File: src/rtl/lts_pkg.sv
// constants and types for the layered trigger sequencer
// assumes a 50 MHz system clock and a classic wishbone slave port
`default_nettype none
package lts_pkg;
	// ****************************************
	// register map (byte addresses)
	// ****************************************
	localparam logic [7:0] LTS_CTRL_ADDR = 8'h00;
	localparam logic [7:0] LTS_SRC_ADDR = 8'h04;
	localparam logic [7:0] LTS_ARM_CNT_ADDR = 8'h08;
	localparam logic [7:0] LTS_SCAN_CNT_ADDR = 8'h0C;
	localparam logic [7:0] LTS_MEAS_CNT_ADDR = 8'h10;
	localparam logic [7:0] LTS_TIMER_ADDR = 8'h14;
	localparam logic [7:0] LTS_ACTION_ADDR = 8'h18;
	localparam logic [7:0] LTS_CMD_ADDR = 8'h1C;
	localparam logic [7:0] LTS_STATUS_ADDR = 8'h20;
	// control fields
	localparam int LTS_CTRL_ADV_BIT = 0;
	localparam int LTS_CTRL_CONT_BIT = 1;
	localparam int LTS_CTRL_SCAN_BIT = 2;
	localparam int LTS_CTRL_FUNC_BIT = 3;
	localparam int LTS_CTRL_AUTO_BIT = 4;
	// command bits (write only, self clearing)
	localparam int LTS_CMD_INIT_BIT = 0;
	localparam int LTS_CMD_BUS_MANUAL_TRIGGER_KEY_BIT = 1;
	localparam int LTS_CMD_ABORT_BIT = 2;
	// source field positions: arm [2:0], scan [6:4], measure [10:8]
	localparam int LTS_SRC_ARM_LSB = 0;
	localparam int LTS_SRC_SCAN_LSB = 4;
	localparam int LTS_SRC_MEAS_LSB = 8;
	// reset values
	localparam logic [4:0] LTS_CTRL_RESET = 5'h11;
	localparam logic [10:0] LTS_SRC_RESET = 11'h000;
	localparam logic [15:0] LTS_CNT_RESET = 16'h0001;
	localparam logic [15:0] LTS_CNT_INFINITE = 16'h0000;
	localparam logic [31:0] LTS_TIMER_RESET = 32'h0000C350;
	// device action timing: counts of clock cycles
	localparam int LTS_CLK_HZ = 50000000;
	localparam int LTS_SETTLE_US = 10;
	localparam logic [15:0] LTS_SETTLE_CYC = 16'(LTS_SETTLE_US * (LTS_CLK_HZ / 1000000));
	localparam logic [15:0] LTS_FUNC_CYC_RESET = 16'h0004;
	localparam logic [15:0] LTS_MEAS_CYC_RESET = 16'h0010;
	localparam logic [3:0] LTS_PULSE_CYC = 4'h4;
	// control sources
	typedef enum logic [2:0] {
		LTS_SRC_IMM = 3'h0,
		LTS_SRC_EXT = 3'h1,
		LTS_SRC_MAN = 3'h2,
		LTS_SRC_BUS = 3'h3,
		LTS_SRC_LINK = 3'h4,
		LTS_SRC_TIMER = 3'h5,
		LTS_SRC_HOLD = 3'h6
	} lts_src_t;
	// sequencer states
	typedef enum logic [3:0] {
		LTS_IDLE, LTS_ARM_WAIT, LTS_SCAN_WAIT, LTS_MEAS_WAIT,
		LTS_FUNC, LTS_OPEN, LTS_CLOSE, LTS_SETTLE, LTS_MEASURE,
		LTS_PULSE, LTS_NEXT
	} lts_state_t;
endpackage : lts_pkg
`default_nettype wire

File: src/rtl/lts_sequencer.sv
// layered trigger sequencer with its wishbone register file
// assumes trigger inputs are single-cycle pulses synchronous to REF_CLK
//
// Functional notes
// idle whenever outside every layer
// start request leaves idle, sets armed
// basic one layer, advanced three layers
// each layer's source stalls until its event
// immediate source is satisfied at once
// external input trigger satisfies external source
// manual key satisfies manual source
// bus trigger command satisfies bus source
// trigger link satisfies; not in basic
// timer first pass immediate, then interval; the code never satisfies a timer source in the arm layer
// hold never satisfies; not in basic
// continuous basic skips source, back to back
// action: function change, scan close, measure
// open before close, settle inside action
// output trigger pulse after every action
// loop counters; infinite measure count stays
// counter clears on return outward or idle
// default advanced, auto start, immediate, infinite
// repeat layer until count exhausted, then exit
//
// Our own choices: the register offsets and register access over Wishbone.
`default_nettype none
module lts_sequencer
	import lts_pkg::*;
(
	// clock, reset, enable
	input wire logic REF_CLK,
	input wire logic RST,
	input wire logic CE,
	// wishbone slave
	input wire logic WB_CYC,
	input wire logic WB_STB,
	input wire logic WB_WE,
	input wire logic [7:0] WB_ADR,
	input wire logic [3:0] WB_SEL,
	input wire logic [31:0] WB_DAT_I,
	output logic [31:0] WB_DAT_O,
	output logic WB_ACK,
	// trigger inputs
	input wire logic EXTERNAL_TRIGGER_INPUT,
	input wire logic MANUAL_TRIGGER_KEY,
	input wire logic TRIGGER_LINK_SOURCE,
	// scanner and measurement control
	output logic ARMED,
	output logic OUTPUT_TRIGGER,
	output logic CHANNEL_CLOSED,
	output logic [7:0] CHANNEL,
	output logic MEASURING,
	input wire logic MEASURE_DONE
);
	// ****************************************
	// registers
	// ****************************************
	logic [4:0] ctrl;
	logic [10:0] src_sel;
	logic [15:0] arm_cnt_set;
	logic [15:0] scan_cnt_set;
	logic [15:0] meas_cnt_set;
	logic [31:0] timer_set;
	logic [7:0] chan_first;
	logic [7:0] chan_last;
	logic [15:0] func_cyc;
	logic func_pending;
	logic bus_manual_trigger_key;
	logic init_req;
	logic auto_done;
	lts_state_t state;
	lts_state_t next_state;
	logic [15:0] arm_cnt;
	logic [15:0] scan_cnt;
	logic [15:0] meas_cnt;
	logic [2:0] first_pass;
	logic [31:0] timer_cnt;
	logic [15:0] wait_cnt;
	logic [31:0] rd_data;
	logic overrun;
	logic chan_live;

	// ****************************************
	// bus decode
	// ****************************************
	wire logic wb_req = WB_CYC & WB_STB & ~WB_ACK;
	wire logic wb_wr = wb_req & WB_WE & (&WB_SEL);
	wire logic wr_ctrl = wb_wr & (WB_ADR == LTS_CTRL_ADDR);
	wire logic wr_src = wb_wr & (WB_ADR == LTS_SRC_ADDR);
	wire logic wr_arm = wb_wr & (WB_ADR == LTS_ARM_CNT_ADDR);
	wire logic wr_scan = wb_wr & (WB_ADR == LTS_SCAN_CNT_ADDR);
	wire logic wr_meas = wb_wr & (WB_ADR == LTS_MEAS_CNT_ADDR);
	wire logic wr_timer = wb_wr & (WB_ADR == LTS_TIMER_ADDR);
	wire logic wr_action = wb_wr & (WB_ADR == LTS_ACTION_ADDR);
	wire logic wr_cmd = wb_wr & (WB_ADR == LTS_CMD_ADDR);
	wire logic cmd_init = wr_cmd & WB_DAT_I[LTS_CMD_INIT_BIT];
	wire logic cmd_manual_trigger_key = wr_cmd & WB_DAT_I[LTS_CMD_BUS_MANUAL_TRIGGER_KEY_BIT];
	wire logic cmd_abort = wr_cmd & WB_DAT_I[LTS_CMD_ABORT_BIT];

	// read mux; unmapped addresses read zero
	always_comb begin
		if (WB_ADR == LTS_CTRL_ADDR) begin
			rd_data = {27'h0, ctrl};
		end else if (WB_ADR == LTS_SRC_ADDR) begin
			rd_data = {21'h0, src_sel};
		end else if (WB_ADR == LTS_ARM_CNT_ADDR) begin
			rd_data = {16'h0, arm_cnt_set};
		end else if (WB_ADR == LTS_SCAN_CNT_ADDR) begin
			rd_data = {16'h0, scan_cnt_set};
		end else if (WB_ADR == LTS_MEAS_CNT_ADDR) begin
			rd_data = {16'h0, meas_cnt_set};
		end else if (WB_ADR == LTS_TIMER_ADDR) begin
			rd_data = timer_set;
		end else if (WB_ADR == LTS_ACTION_ADDR) begin
			rd_data = {func_cyc, chan_last, chan_first};
		end else if (WB_ADR == LTS_STATUS_ADDR) begin
			rd_data = {meas_cnt, 7'h0, overrun, 3'h0, ARMED, 4'(state)};
		end else begin
			rd_data = 32'h0;
		end
	end

	// ack one cycle after request, dropped the next cycle
	always_ff @(posedge REF_CLK) begin
		if (RST) begin
			WB_ACK <= 1'b0;
			WB_DAT_O <= 32'h0;
		end else if (CE) begin
			WB_ACK <= wb_req;
			WB_DAT_O <= rd_data;
		end
	end

	// configuration registers
	always_ff @(posedge REF_CLK) begin
		if (RST) begin
			ctrl <= LTS_CTRL_RESET;
			src_sel <= LTS_SRC_RESET;
			arm_cnt_set <= LTS_CNT_RESET;
			scan_cnt_set <= LTS_CNT_RESET;
			meas_cnt_set <= LTS_CNT_INFINITE;
			timer_set <= LTS_TIMER_RESET;
			chan_first <= 8'h00;
			chan_last <= 8'h00;
			func_cyc <= LTS_FUNC_CYC_RESET;
		end else if (CE) begin
			if (wr_ctrl) ctrl <= WB_DAT_I[4:0];
			if (wr_src) src_sel <= WB_DAT_I[10:0];
			if (wr_arm) arm_cnt_set <= WB_DAT_I[15:0];
			if (wr_scan) scan_cnt_set <= WB_DAT_I[15:0];
			if (wr_meas) meas_cnt_set <= WB_DAT_I[15:0];
			if (wr_timer) timer_set <= WB_DAT_I;
			if (wr_action) begin
				chan_first <= WB_DAT_I[7:0];
				chan_last <= WB_DAT_I[15:8];
				func_cyc <= WB_DAT_I[31:16];
			end
		end
	end

	// ****************************************
	// event detection
	// ****************************************
	wire logic adv = ctrl[LTS_CTRL_ADV_BIT];
	wire logic basic_cont = ~adv & ctrl[LTS_CTRL_CONT_BIT];
	wire logic in_wait = (state == LTS_ARM_WAIT) | (state == LTS_SCAN_WAIT) |
		(state == LTS_MEAS_WAIT);
	wire logic [1:0] layer = (state == LTS_ARM_WAIT) ? 2'd0 :
		(state == LTS_SCAN_WAIT) ? 2'd1 : 2'd2;
	// basic mode uses the measure layer's source alone
	wire logic [2:0] cur_src = (layer == 2'd0) ? src_sel[LTS_SRC_ARM_LSB +: 3] :
		(layer == 2'd1) ? src_sel[LTS_SRC_SCAN_LSB +: 3] :
		src_sel[LTS_SRC_MEAS_LSB +: 3];
	wire logic timer_hit = first_pass[layer] | (timer_cnt == 32'h0);
	logic evt;
	always_comb begin
		case (lts_src_t'(cur_src))
			LTS_SRC_IMM: evt = 1'b1;
			LTS_SRC_EXT: evt = EXTERNAL_TRIGGER_INPUT;
			LTS_SRC_MAN: evt = MANUAL_TRIGGER_KEY;
			LTS_SRC_BUS: evt = bus_manual_trigger_key;
			LTS_SRC_LINK: evt = adv & TRIGGER_LINK_SOURCE;
			LTS_SRC_TIMER: evt = (layer != 2'd0) & timer_hit;
			LTS_SRC_HOLD: evt = 1'b0;
			default: evt = 1'b0;
		endcase
	end
	wire logic evt_ok = in_wait & evt;

	// loop count exhaustion; a zero setting means infinite
	wire logic meas_more = (meas_cnt_set == LTS_CNT_INFINITE) |
		(meas_cnt + 16'd1 < meas_cnt_set);
	wire logic scan_more = (scan_cnt_set == LTS_CNT_INFINITE) |
		(scan_cnt + 16'd1 < scan_cnt_set);
	wire logic arm_more = (arm_cnt_set == LTS_CNT_INFINITE) |
		(arm_cnt + 16'd1 < arm_cnt_set);
	wire logic start = cmd_init | init_req | MANUAL_TRIGGER_KEY |
		(ctrl[LTS_CTRL_AUTO_BIT] & ~auto_done);
	wire logic func_change = wr_ctrl & (WB_DAT_I[LTS_CTRL_FUNC_BIT] != ctrl[LTS_CTRL_FUNC_BIT]);

	// ****************************************
	// sequencer
	// ****************************************
	// next state selection
	always_comb begin
		next_state = state;
		case (state)
			LTS_IDLE: begin
				if (start) next_state = basic_cont ? LTS_FUNC :
					(adv ? LTS_ARM_WAIT : LTS_MEAS_WAIT);
			end
			LTS_ARM_WAIT: if (evt_ok) next_state = LTS_SCAN_WAIT;
			LTS_SCAN_WAIT: if (evt_ok) next_state = LTS_MEAS_WAIT;
			LTS_MEAS_WAIT: if (evt_ok) next_state = LTS_FUNC;
			LTS_FUNC: begin
				if (~func_pending | (wait_cnt == 16'h0)) begin
					next_state = ctrl[LTS_CTRL_SCAN_BIT] ? LTS_OPEN : LTS_MEASURE;
				end
			end
			LTS_OPEN: next_state = LTS_CLOSE;
			LTS_CLOSE: next_state = LTS_SETTLE;
			LTS_SETTLE: if (wait_cnt == 16'h0) next_state = LTS_MEASURE;
			LTS_MEASURE: if (MEASURE_DONE) next_state = LTS_PULSE;
			LTS_PULSE: if (wait_cnt == 16'h0) next_state = LTS_NEXT;
			LTS_NEXT: begin
				if (basic_cont) next_state = LTS_FUNC;
				else if (~adv) next_state = LTS_IDLE;
				else if (meas_more) next_state = LTS_MEAS_WAIT;
				else if (scan_more) next_state = LTS_SCAN_WAIT;
				else if (arm_more) next_state = LTS_ARM_WAIT;
				else next_state = LTS_IDLE;
			end
			default: next_state = LTS_IDLE;
		endcase
		if (cmd_abort) next_state = LTS_IDLE;
	end

	// state and armed flag
	always_ff @(posedge REF_CLK) begin
		if (RST) begin
			state <= LTS_IDLE;
			ARMED <= 1'b0;
			auto_done <= 1'b0;
			init_req <= 1'b0;
		end else if (CE) begin
			state <= next_state;
			ARMED <= (next_state != LTS_IDLE);
			if (state == LTS_IDLE && start) auto_done <= 1'b1;
			init_req <= cmd_init & (state != LTS_IDLE);
			if (wr_ctrl && WB_DAT_I[LTS_CTRL_AUTO_BIT]) auto_done <= 1'b0;
		end
	end

	// loop counters, cleared when leaving outward
	always_ff @(posedge REF_CLK) begin
		if (RST) begin
			arm_cnt <= 16'h0;
			scan_cnt <= 16'h0;
			meas_cnt <= 16'h0;
		end else if (CE) begin
			if (next_state == LTS_IDLE) begin
				arm_cnt <= 16'h0;
				scan_cnt <= 16'h0;
				meas_cnt <= 16'h0;
			end else if (state == LTS_NEXT && !basic_cont) begin
				if (meas_more) begin
					meas_cnt <= meas_cnt + 16'd1;
				end else if (scan_more) begin
					meas_cnt <= 16'h0;
					scan_cnt <= scan_cnt + 16'd1;
				end else begin
					meas_cnt <= 16'h0;
					scan_cnt <= 16'h0;
					arm_cnt <= arm_cnt + 16'd1;
				end
			end
		end
	end

	// timer: first pass flags per layer and free interval counter
	always_ff @(posedge REF_CLK) begin
		if (RST) begin
			first_pass <= 3'h7;
			timer_cnt <= LTS_TIMER_RESET;
		end else if (CE) begin
			if (state == LTS_IDLE) begin
				first_pass <= 3'h7;
				timer_cnt <= timer_set - 32'd1;
			end else begin
				// reload one short so the period is exactly the interval
				timer_cnt <= (timer_cnt == 32'h0) ? timer_set - 32'd1 : timer_cnt - 32'd1;
				if (evt_ok) first_pass[layer] <= 1'b0;
			end
		end
	end

	// bus trigger and function change latches; set wins over clear
	always_ff @(posedge REF_CLK) begin
		if (RST) begin
			bus_manual_trigger_key <= 1'b0;
			func_pending <= 1'b0;
			overrun <= 1'b0;
		end else if (CE) begin
			if (cmd_manual_trigger_key) bus_manual_trigger_key <= 1'b1;
			else if (evt_ok && cur_src == 3'(LTS_SRC_BUS)) bus_manual_trigger_key <= 1'b0;
			if (func_change) func_pending <= 1'b1;
			else if (state == LTS_FUNC && next_state != LTS_FUNC) func_pending <= 1'b0;
			if (cmd_manual_trigger_key && bus_manual_trigger_key) overrun <= 1'b1;
			else if (wr_cmd) overrun <= 1'b0;
		end
	end

	// ****************************************
	// device action outputs
	// ****************************************
	always_ff @(posedge REF_CLK) begin
		if (RST) begin
			wait_cnt <= 16'h0;
			CHANNEL <= 8'h00;
			CHANNEL_CLOSED <= 1'b0;
			MEASURING <= 1'b0;
			OUTPUT_TRIGGER <= 1'b0;
			chan_live <= 1'b0;
		end else if (CE) begin
			if (next_state != state) begin
				case (next_state)
					LTS_FUNC: wait_cnt <= func_cyc;
					LTS_SETTLE: wait_cnt <= LTS_SETTLE_CYC;
					LTS_PULSE: wait_cnt <= 16'(LTS_PULSE_CYC - 4'd1);
					default: wait_cnt <= 16'h0;
				endcase
			end else if (wait_cnt != 16'h0) begin
				wait_cnt <= wait_cnt - 16'd1;
			end
			if (next_state == LTS_OPEN) CHANNEL_CLOSED <= 1'b0;
			if (next_state == LTS_CLOSE) begin
				CHANNEL_CLOSED <= 1'b1;
				// first close of a run starts at the first channel
				CHANNEL <= (!chan_live || CHANNEL >= chan_last) ? chan_first :
					CHANNEL + 8'd1;
				chan_live <= 1'b1;
			end
			if (next_state == LTS_IDLE) begin
				CHANNEL_CLOSED <= 1'b0;
				chan_live <= 1'b0;
			end
			MEASURING <= (next_state == LTS_MEASURE);
			OUTPUT_TRIGGER <= (next_state == LTS_PULSE);
		end
	end
endmodule : lts_sequencer
`default_nettype wire

File: config.mk
export PLATFORM = sky130hd
export DESIGN_NAME = lts_sequencer
export DESIGN_NICKNAME = d
export VERILOG_FILES = /design/src/rtl/lts_pkg.sv /design/src/rtl/lts_sequencer.sv
export SDC_FILE = /design/constraint.sdc
export NUM_CORES = 1
export LEC_CHECK = 0
export ABC_CLOCK_PERIOD_IN_PS = 6350
export BUFFER_PORTS_ARGS = -buffer_cell sky130_fd_sc_hd__buf_2
export CAP_MARGIN = 20
export CORE_MARGIN = 4
export CORE_UTILIZATION = 50
export CTS_CLUSTER_SIZE = 12
export DETAILED_ROUTE_END_ITERATION = 8
export PLACE_DENSITY_LB_ADDON = 0.05
export REMOVE_ABC_BUFFERS = 1
export SLEW_MARGIN = 20
export SYNTH_ARGS = -nofsm -noshare
export SYNTH_HDL_FRONTEND = slang
export SYNTH_SLANG_ARGS = --single-unit
File: constraint.sdc
create_clock -name REF_CLK -period 6.35 [get_ports REF_CLK]
set_input_delay 1.27 -clock REF_CLK [delete_from_list [all_inputs] [get_ports REF_CLK]]
set_output_delay 1.27 -clock REF_CLK [all_outputs]
set_load 0.03 [all_outputs]
==> flow_metrics.py, run 1 <==
metrics = {
    "floorplan": {
        "chipHeight_um": 186.3,
        "initial_core_util": 0.5052,
        "dieArea_um2": 34720,
        "boundaryPins": 99,
        "core_um2": 31470,
        "die_x_um": 186.3,
        "rows": 65,
    },
    "power": {
        "p_leak_nw": 6.665,
        "finalPower_w": 0.004546,
        "powerDensity_nw_per_um2": 255.9,
        "vdd_ir_drop_max_mv": 0.1767,
    },
    "cells_and_area": {
        "area_delta_synth_final_pct": 11.72,
        "multiInputGateArea_um2": 9454,
        "diodes": 0,
        "drive_gt1_frac": 0.1001,
        "fillers": 3059,
        "regArea_um2": 5645,
        "nets": 2270,
        "reg_top3": "WB_DAT_O (32), timer_cnt (32), timer_set (32)",
    },
    "timing": {
        "fin_skew_ns": 0.02139,
        "tns_ns": 0,
        "fin_crit_ns": 5.650,
        "tightestPinTransition_ns": 1.152,
        "slew_viol_final": 0,
        "timing.final.crit_share": 0.8898,
        "slew_headroom": 0.2289,
        "hold_viol_final": 0,
        "setup_viol": 0,
        "rsz0062_at_grt": "no",
        "fmax_mhz": 177.0,
    },
    "setup_path": {
        "critPathKind": "flop to flop",
        "arrival_ns": 6.05,
        "cp_max_fo": 10,
        "worstRegToRegCells": 20,
        "rr_startpoint": "meas_cnt[0]",
        "startpoint_type": "flop",
        "cp_slowest_cell": "a41o_1",
        "reg2reg_to": "scan_cnt[5]",
        "required_ns": 6.75,
        "cpMostUsedCell": "and3_1",
        "endpoint_kind": "flop",
        "ff2ff_setup_slack_ns": 0.70,
        "slowest_delay_ns": 0.57,
        "path_cells": "nand3_1 > or2_2 > nor2_1 > and3_1 > and3_1 > and3_1 > nand3_1 > xnor2_1 > ha_1 > nand4_1 > nor3_1 > o2111ai_1 > a31oi_1 > nand4_1 > a311oi_1 > a41o_1 > o21ai_0 > buf_4 > nor2b_1 > a21o_1",
    },
    "yosys": {
        "syn_inst": 2133,
        "ys_warn_count": 0,
        "synthSimpleGateAreaFrac": 0.2562,
        "synthMuxAreaShare": 0.01471,
        "synth_top_family_by_area": "simple AND/OR/NAND/NOR gates",
        "synthXorXnorAreaFrac": 0.05012,
        "synth_fa_ha_area_frac": 0.04721,
        "syn_area_per_cell_um2": 7.455,
        "ys_ff_latch": 282,
        "synth-async-reset-ratio": 0,
        "seq_area_frac_synth": 0.3550,
        "yosysUniqueCellTypes": 78,
        "syn_area_um2": 15900,
        "synth_edf_count": 0,
        "synth-compound-area-share": 0.2243,
        "synth_top_flop_cell": "dfxtp_1",
    },
    "global_route": {
        "grt_max_degree": 84,
        "grt-ovfl-total": 0,
        "grt_pass1_wl_mm": 78.60,
        "grt.total_usage": 0.2729,
        "antenna_found_initial": 0,
        "grt_pass1_vias": 14310,
    },
    "cts": {
        "cts_sinks": 282,
        "cts_setup_buffers": 0,
        "holdBufCountCts": 0,
        "cts_tree": "done",
        "h-tree-depth": 2,
        "cts_buffer_depth": 3,
        "clk_latency_ns": 0.52,
        "clock-root-buffer": "clkbuf_16",
        "cts.clk_slew.worst_paths_ns": 0.06,
        "postCtsResizedCells": 0,
        "cts_buffers": 35,
    },
    "route": {
        "vias": 15490,
        "wire_per_inst_um": 19.29,
        "ant_nets": 0,
        "drc": 0,
        "vias_per_cell": 6.002,
        "firstDrtPassIters": 6,
        "drt_wl_total_mm": 49.77,
        "drtIter0Drc": 1372,
    },
    "flow_run": {
        "timing.max_cap.violations": 0,
    },
    "placement": {
        "numPortBuffers": 98,
        "hpwl_mm": 35.14,
        "place.gp.congestion": 0.9143,
    },
    "run_status": {
        "status": "finished clean",
    },
    "hold_path": {
        "worstHoldStart": "WB_DAT_O[13]",
        "whs_path_depth": 2,
        "min_to": "WB_DAT_O[13]",
        "hp-class": "flop to flop",
    },
}
## cell families after synthesis
family	after synthesis
mux	23
simple gates	894
xor+xnor	91
buf+inv	214
flops	282
compound gates	569
fa+ha+maj	60
## metal layers
metal | global-route usage | wire [um] | vias up
li1 | - | - | 7556
met1 | 0.3684 | 21630 | 7249
met2 | 0.4474 | 22710 | 570
met3 | 0.04003 | 3372 | 110
met4 | 0.09983 | 2057 | 0
met5 | 0 | 0 | -
## power by group
group / internal, W / total, W / leakage, nW / switching, W
registers: 0.00181 / 0.00185 / 2.28 / 0.0000475
clock network: 0.00132 / 0.00210 / 0.591 / 0.000778
logic: 0.000201 / 0.000589 / 3.80 / 0.000388
## layout by cell type, fill, tap and decap left out, types with 20 or more instances in the layout
cell,instances
nor2_1,200
xor2_1,47
buf_2,96
a21oi_1,265
nand3b_1,21
a222oi_1,22
a22oi_1,23
clkbuf_16,37
nor3_1,39
nand4_1,20
nand3_1,47
nor4_1,30
buf_4,23
nand2_1,405
and3_1,25
ha_1,60
or3_1,20
a21o_1,23
xnor2_1,44
o21ai_0,96
inv_1,78
dfxtp_1,282
mux2i_1,20
## Yosys cell counts (12+ instances only)
cell type  number  area (um^2)
nor4_1         31        193.9
nor2_1        202        758.2
or2_2          14        87.58
dfxtp_1       282         5645
xnor2_1        44        385.4
nand3_1        47        235.2
and3_1         25        156.4
nor3_1         40        200.2
nor2b_1        12        75.07
nand3b_1       21        157.7
inv_1          79        296.5
mux2i_1        20        200.2
or3_1          20        125.1
a222oi_1       22        220.2
a22oi_1        23        172.7
nand2b_1       18        112.6
a21oi_1       265         1326
nand4_1        20        125.1
nand2_1       405         1520
xor2_1         47        411.6
o21ai_0        96        480.5
clkbuf_1      121        454.2
ha_1           60        750.7
a21o_1         23        172.7
a211oi_1       19        142.6
## critical path: cells and delay by family (launching register included)
| kind | cells | cell delay, ns |
|---|---|---|
| and+or+nand+nor | 11 | 2.37 |
| AOI/OAI and AO/OA | 6 | 2.01 |
| DFF | 1 | 0.42 |
| adders and majority gates | 1 | 0.30 |
| buffers and inverters | 1 | 0.27 |
| xor gates and xnor gates | 1 | 0.17 |
## stage by stage
stage                     setup slack, ns  std cells  cell area [um^2]    util  hold slack [ns]
final                              0.6998       2580             17760  0.5644           0.4622
after global routing               0.2419       2580             17760  0.5644           0.4761
after CTS                          0.7803       2580             17760  0.5643           0.4609
after detailed placement           0.8174       2521             16570  0.5264           0.4520
after global placement              1.043       2521             16560  0.5263           0.4435
after floorplan                     1.370       1999             15370       -           0.4234
## worst max-delay path by stage
stage                      startpoint     endpoint  depth (start not counted)
after floorplan           meas_cnt[2]  meas_cnt[0]                         19
after global placement    meas_cnt[2]   arm_cnt[9]                         20
after detailed placement  meas_cnt[2]  scan_cnt[5]                         20
after CTS                 meas_cnt[2]  scan_cnt[5]                         20
after global routing      meas_cnt[0]  arm_cnt[13]                         20
final                     meas_cnt[0]  scan_cnt[5]                         20
## final cells by class
cell class                      instances  share of cell area
Inverter                               80             0.01690
Timing Repair Buffer                  120             0.03754
Tap cell                              402             0.02831
Clock inverter                         13             0.01211
Multi-Input combinational cell       1637              0.5322
Sequential cell                       282              0.3178
Clock buffer                           46             0.05515
Power figures use the tool's default switching activity.
==> run 2, diff against run 1 <==
--- a/config.mk
+++ b/config.mk
@@ -5,6 +5,7 @@
 export SDC_FILE = /design/constraint.sdc
 export NUM_CORES = 1
 export LEC_CHECK = 0
+export ABC_AREA = 1
 export ABC_CLOCK_PERIOD_IN_PS = 6350
 export BUFFER_PORTS_ARGS = -buffer_cell sky130_fd_sc_hd__buf_2
 export CAP_MARGIN = 20
@@ -12,6 +13,7 @@
 export CORE_UTILIZATION = 50
 export CTS_CLUSTER_SIZE = 12
 export DETAILED_ROUTE_END_ITERATION = 8
+export MAX_ROUTING_LAYER = met4
 export PLACE_DENSITY_LB_ADDON = 0.05
 export REMOVE_ABC_BUFFERS = 1
 export SLEW_MARGIN = 20
==> run 2 against run 1 <==
- critical endpoint is now wait_cnt[15]
- combinational power up 51%
- die area rose by 4.1%
- critical path type unchanged
- clock power shrank 10%
- clock skew is 0.0080 ns lower
- critical path depth up 6
==> flow_metrics.py, run 2 <==
metrics = {
    "cts": {
        "postCtsResizedCells": 0,
        "h-tree-depth": 2,
        "cts_buffers": 34,
        "cts_tree": "done",
        "cts_buffer_depth": 3,
        "holdBufCountCts": 0,
        "cts_sinks": 282,
        "cts_setup_buffers": 0,
        "cts.clk_slew.worst_paths_ns": 0.06,
        "clk_latency_ns": 0.51,
        "clock-root-buffer": "clkbuf_16",
    },
    "yosys": {
        "yosys.area.top_type": "dfxtp_1",
        "synth_top_flop_cell": "dfxtp_1",
        "seq_area_frac_synth": 0.3405,
        "synth_most_common_cell": "nand2_1",
        "ys_warn_count": 0,
        "syn_area_um2": 16580,
        "synth-async-reset-ratio": 0,
        "synth_edf_count": 0,
        "yosysUniqueCellTypes": 51,
        "synth_top_area_frac": 0.3405,
        "syn_area_per_cell_um2": 6.748,
        "ys_ff_latch": 282,
        "syn_inst": 2457,
        "synth.top_cells.by_count": "nand2_1 (494), nor2_1 (366), inv_1 (311)",
        "synthTopCellsByArea": "dfxtp_1 (34%), nand2_1 (11%), nor2_1 (8.3%)",
    },
    "cells_and_area": {
        "area_delta_synth_final_pct": 10.71,
        "regArea_um2": 5645,
        "reg_top3": "WB_DAT_O (32), timer_cnt (32), timer_set (32)",
        "final_common_cell": "nand2_1",
        "fillers": 3253,
        "diodes": 0,
        "layout_common_cells": "nand2_1 (493), nor2_1 (366), inv_1 (310), dfxtp_1 (282), a21oi_1 (141)",
        "multiInputGateArea_um2": 9253,
        "final_cells": 2959,
        "fin_util": 0.5627,
        "nets": 2609,
        "drive_gt1_frac": 0.07986,
    },
    "route": {
        "ant_nets": 0,
        "wire_per_inst_um": 17.69,
        "drt_wl_total_mm": 52.35,
        "drc": 0,
        "drtIter0Drc": 1541,
        "vias_per_cell": 5.506,
        "firstDrtPassIters": 6,
        "vias": 16290,
    },
    "timing": {
        "rsz0062_at_grt": "no",
        "fin_crit_ns": 5.551,
        "fin_skew_ns": 0.01337,
        "tightestPinTransition_ns": 1.006,
        "fmax_mhz": 180.1,
        "slew_headroom": 0.3224,
        "tns_ns": 0,
        "slew_viol_final": 0,
        "setup_viol": 0,
        "timing.final.crit_share": 0.8742,
        "hold_viol_final": 0,
        "whs_ns": 0.4582,
    },
    "floorplan": {
        "rows": 66,
        "chipHeight_um": 190.1,
        "die_x_um": 190.1,
        "boundaryPins": 99,
        "dieArea_um2": 36140,
        "initial_core_util": 0.5083,
        "core_um2": 32620,
    },
    "placement": {
        "numPortBuffers": 98,
        "placed_cells": 2901,
        "place.gp.congestion": 0.9859,
        "hpwl_mm": 38.54,
    },
    "power": {
        "vdd_ir_drop_max_mv": 0.1644,
        "p_leak_nw": 8.066,
        "powerDensity_nw_per_um2": 255.3,
    },
    "global_route": {
        "grt_max_degree": 77,
        "grt_pass1_wl_mm": 81.55,
        "antenna_found_initial": 0,
        "grt.total_usage": 0.2887,
        "grt_pass1_vias": 14860,
        "grt-ovfl-total": 0,
    },
    "hold_path": {
        "min_to": "auto_done",
        "hp-class": "flop to flop",
        "whs_path_depth": 2,
        "worstHoldStart": "auto_done",
    },
    "setup_path": {
        "rr_startpoint": "meas_cnt[0]",
        "ff2ff_setup_slack_ns": 0.80,
        "arrival_ns": 5.95,
        "endpoint_kind": "flop",
        "startpoint_type": "flop",
        "reg2reg_to": "wait_cnt[15]",
        "critPathKind": "flop to flop",
        "worstRegToRegCells": 26,
        "cp_max_fo": 32,
        "required_ns": 6.75,
    },
    "flow_run": {
        "timing.max_cap.violations": 0,
    },
    "run_status": {
        "status": "finished clean",
    },
}
-- run 2: cell count changes after synthesis, sizes merged, moves of 30 or more --
cell / change
a211oi: +86
a21oi: -123
clkbuf: -38
inv: +235
nand2: +97
nand3: +47
nand4: +41
nor2: +170
o211ai: +30
-- run 2: cell type report --
type                    instances  share of cell area
clock inverters                 8            0.003749
repair buffers                116             0.03456
flip-flops and latches        282              0.3076
clock buffers                  50             0.05460
inverters                     319             0.06530
well taps                     442             0.03013
multi-input cells            1742              0.5041
-- run 2: per-stage QoR --
step	cell area [um^2]	power (W)	worst slack, ns
2_1_floorplan	16090	0.002545	1.873
3_3_place_gp	17280	0.002797	1.001
3_5_place_dp	17280	0.002817	0.9030
4_1_cts	18350	0.004710	0.8715
5_1_grt	18360	0.004916	0.1531
6_report	18360	0.004687	0.7987
-- run 2: per-layer routing --
| layer | GRT usage | up-vias | wire length (um) |
|---|---|---|---|
| met5 | - | - | 0 |
| met4 | 0.06928 | 0 | 1179 |
| met3 | 0.03450 | 90 | 3560 |
| met2 | 0.4434 | 496 | 23040 |
| met1 | 0.4090 | 7483 | 24570 |
| li1 | - | 8224 | - |
-- run 2: cell families (layout without fill, tap and decap cells) --
| group | after synthesis | in the layout | share of synthesized area |
|---|---|---|---|
| AND/OR/NAND/NOR | 1108 | 1108 | 0.2831 |
| AO/OA/AOI/OAI | 483 | 483 | 0.1812 |
| buffers and inverters | 433 | 493 | 0.1019 |
| flip-flops | 282 | 282 | 0.3405 |
| XOR/XNOR | 91 | 91 | 0.04807 |
| adder cells (fa/ha/maj) | 60 | 60 | 0.04528 |
-- run 2: worst max-delay path by stage --
| stage | startpoint | end | slack (ns) | cells past startpoint |
|---|---|---|---|---|
| after CTS | meas_cnt[0] | wait_cnt[13] | 0.87 | 26 |
| after detailed placement | scan_cnt[0] | wait_cnt[13] | 0.90 | 25 |
| after global routing | scan_cnt[0] | wait_cnt[7] | 0.15 | 25 |
| after floorplan | CE | timer_set[14] | 1.87 | 4 |
| final | meas_cnt[0] | wait_cnt[15] | 0.80 | 26 |
| after global placement | meas_cnt[0] | scan_cnt[8] | 1.00 | 24 |
-- run 2: worst max-delay path, cell delays in order, from the launching register on --
cell     delay (ns)
dfxtp_1        0.37
inv_1          0.12
nor3_1         0.32
nand3_1        0.20
nor3_1         0.28
nand3_1        0.22
nor4_1         0.38
nand4_1        0.17
xor2_1         0.20
ha_1           0.31
nand2_1        0.05
inv_1          0.06
nand3_1        0.09
nor3_1         0.18
nand2_1        0.08
a21oi_1        0.29
nand2_1        0.09
nand2_1        0.11
nand4_2        0.14
nand2_2        0.24
nand2_1        0.10
nand2_2        0.29
nand4_1        0.13
nand2_1        0.73
nand2_1        0.10
nand2_1        0.09
nor2_1         0.05
-- run 2: power by group --
part           total [W]  switching (W)  internal, W
combinational   0.000891       0.000617     0.000275
clock            0.00189       0.000763      0.00113
sequential       0.00190      0.0000618      0.00184
total            0.00469        0.00144      0.00325
==> run 3, diff against run 2 <==
--- a/config.mk
+++ b/config.mk
@@ -5,7 +5,6 @@
 export SDC_FILE = /design/constraint.sdc
 export NUM_CORES = 1
 export LEC_CHECK = 0
-export ABC_AREA = 1
 export ABC_CLOCK_PERIOD_IN_PS = 6350
 export BUFFER_PORTS_ARGS = -buffer_cell sky130_fd_sc_hd__buf_2
 export CAP_MARGIN = 20
==> run 3 against run 2 <==
- die area shrank 3.9%
- register-to-register slack lost 0.09 ns
- worst setup slack lost 0.088 ns
- clock-buffer cell count shrank 7
- maximum frequency shrank 1.6%
- clock power shrank 4%
- core utilization shrank 0.37 points
- non-clock buffer count grew 3
==> flow_metrics.py, run 3 (synthesis gave the netlist of run 1 again) <==
metrics = {
    "setup_path": {
        "critPathKind": "flop to flop",
        "startpoint_type": "flop",
        "cp_max_fo": 16,
        "reg2reg_to": "meas_cnt[2]",
        "required_ns": 6.76,
        "ff2ff_setup_slack_ns": 0.71,
        "worstRegToRegCells": 20,
        "arrival_ns": 6.05,
        "endpoint_kind": "flop",
        "rr_startpoint": "meas_cnt[0]",
    },
    "power": {
        "vdd_ir_drop_max_mv": 0.2581,
        "p_leak_nw": 6.578,
        "powerDensity_nw_per_um2": 242.1,
    },
    "floorplan": {
        "rows": 65,
        "dieArea_um2": 34720,
        "boundaryPins": 99,
        "initial_core_util": 0.5052,
        "core_um2": 31470,
        "chipHeight_um": 186.3,
        "die_x_um": 186.3,
    },
    "placement": {
        "numPortBuffers": 98,
        "hpwl_mm": 34.70,
        "pre_cts_slack_ns": 0.7647,
        "place.gp.congestion": 0.9296,
        "place_area_um2": 16570,
    },
    "route": {
        "drt_wl_total_mm": 49.55,
        "drc": 0,
        "vias": 15450,
        "drtIter0Drc": 1387,
        "wire_per_inst_um": 19.26,
        "ant_nets": 0,
        "vias_per_cell": 6.006,
        "firstDrtPassIters": 5,
    },
    "cts": {
        "h-tree-depth": 1,
        "cts_setup_buffers": 0,
        "clk_latency_ns": 0.56,
        "cts_tree": "done",
        "cts_sinks": 282,
        "cts_buffer_depth": 3,
        "clock-root-buffer": "clkbuf_16",
        "cts_buffers": 31,
        "postCtsResizedCells": 0,
        "cts.clk_slew.worst_paths_ns": 0.06,
        "holdBufCountCts": 0,
    },
    "timing": {
        "fmax_mhz": 177.3,
        "slew_viol_final": 0,
        "rsz0062_at_grt": "no",
        "hold_viol_final": 0,
        "setup_viol": 0,
        "whs_ns": 0.4527,
        "layout_setup_ws_ns": 0.7102,
        "timing.final.crit_share": 0.8882,
        "tns_ns": 0,
        "fin_skew_ns": 0.01259,
        "tightestPinTransition_ns": 1.157,
        "fin_crit_ns": 5.640,
        "slew_headroom": 0.2255,
    },
    "cells_and_area": {
        "diodes": 0,
        "reg_top3": "WB_DAT_O (32), timer_cnt (32), timer_set (32)",
        "final_design_area_no_fill_um2": 17600,
        "drive_gt1_frac": 0.09857,
        "final_common_cell": "nand2_1",
        "fin_util": 0.5591,
        "layout_common_cells": "nand2_1 (405), dfxtp_1 (282), a21oi_1 (265), nor2_1 (199)",
        "area_delta_synth_final_pct": 10.65,
        "nets": 2265,
    },
    "global_route": {
        "grt_pass1_wl_mm": 77.91,
        "antenna_found_initial": 0,
        "grt.total_usage": 0.2781,
        "grt-ovfl-total": 0,
        "grt_max_degree": 195,
        "grt_pass1_vias": 14230,
    },
    "hold_path": {
        "min_to": "timer_cnt[11]",
        "whs_path_depth": 2,
        "worstHoldStart": "timer_cnt[11]",
        "hp-class": "flop to flop",
    },
    "run_status": {
        "status": "finished clean",
    },
    "flow_run": {
        "timing.max_cap.violations": 0,
    },
}
-- run 3: worst max-delay path: stages (launching register included) --
cell and delay (ns):
dfxtp_1 0.42, nand3_1 0.16, or2_2 0.36, nor2_1 0.20, and3_1 0.24, and3_1 0.23
and3_1 0.22, nand3_1 0.14, xnor2_1 0.16, ha_1 0.30, nand4_1 0.15, nor3_1 0.30
o2111ai_1 0.15, a31oi_1 0.32, nand4_1 0.15, a311oi_1 0.50, a41o_1 0.51, o21ai_0 0.13
buf_4 0.21, nand2b_1 0.48, nor2_1 0.12
-- run 3: per-layer routing --
| layer | wire, um | vias to the layer above | GRT usage |
|---|---|---|---|
| li1 | - | 7540 | - |
| met1 | 21410 | 7259 | 0.3617 |
| met2 | 22870 | 562 | 0.4505 |
| met3 | 3418 | 92 | 0.03423 |
| met4 | 1848 | 0 | 0.09784 |
| met5 | 0 | - | - |
-- run 3: worst max path at each step --
stage,startpoint,end,cells past startpoint
after floorplan,meas_cnt[2],meas_cnt[0],19
after global placement,meas_cnt[2],meas_cnt[6],20
after detailed placement,meas_cnt[2],arm_cnt[12],20
after CTS,meas_cnt[2],arm_cnt[12],20
after global routing,meas_cnt[2],meas_cnt[2],20
final,meas_cnt[0],meas_cnt[2],20
-- run 3: area by class of cell --
type / instances / area, um^2
sequential: 282 / 5645
timing repair buffer: 119 / 671.9
clock buffer: 43 / 890.9
clock inverter: 10 / 127.6
tap: 402 / 503.0
inverter: 80 / 300.3
fill: 3071 / 13880
multi-input combinational: 1637 / 9457
-- run 3: power breakdown --
group / switching [W] / internal [W] / total (W)
logic: 0.000382 / 0.000201 / 0.000583
registers: 0.0000475 / 0.00181 / 0.00185
clock network: 0.000734 / 0.00109 / 0.00182
-- run 3: metrics by stage --
step / total power [W] / std cells
after floorplan: 0.002249 / 1999
after global placement: 0.002464 / 2520
after detailed placement: 0.002468 / 2520
after CTS: 0.004290 / 2573
after global routing: 0.004440 / 2573
final: 0.004260 / 2573
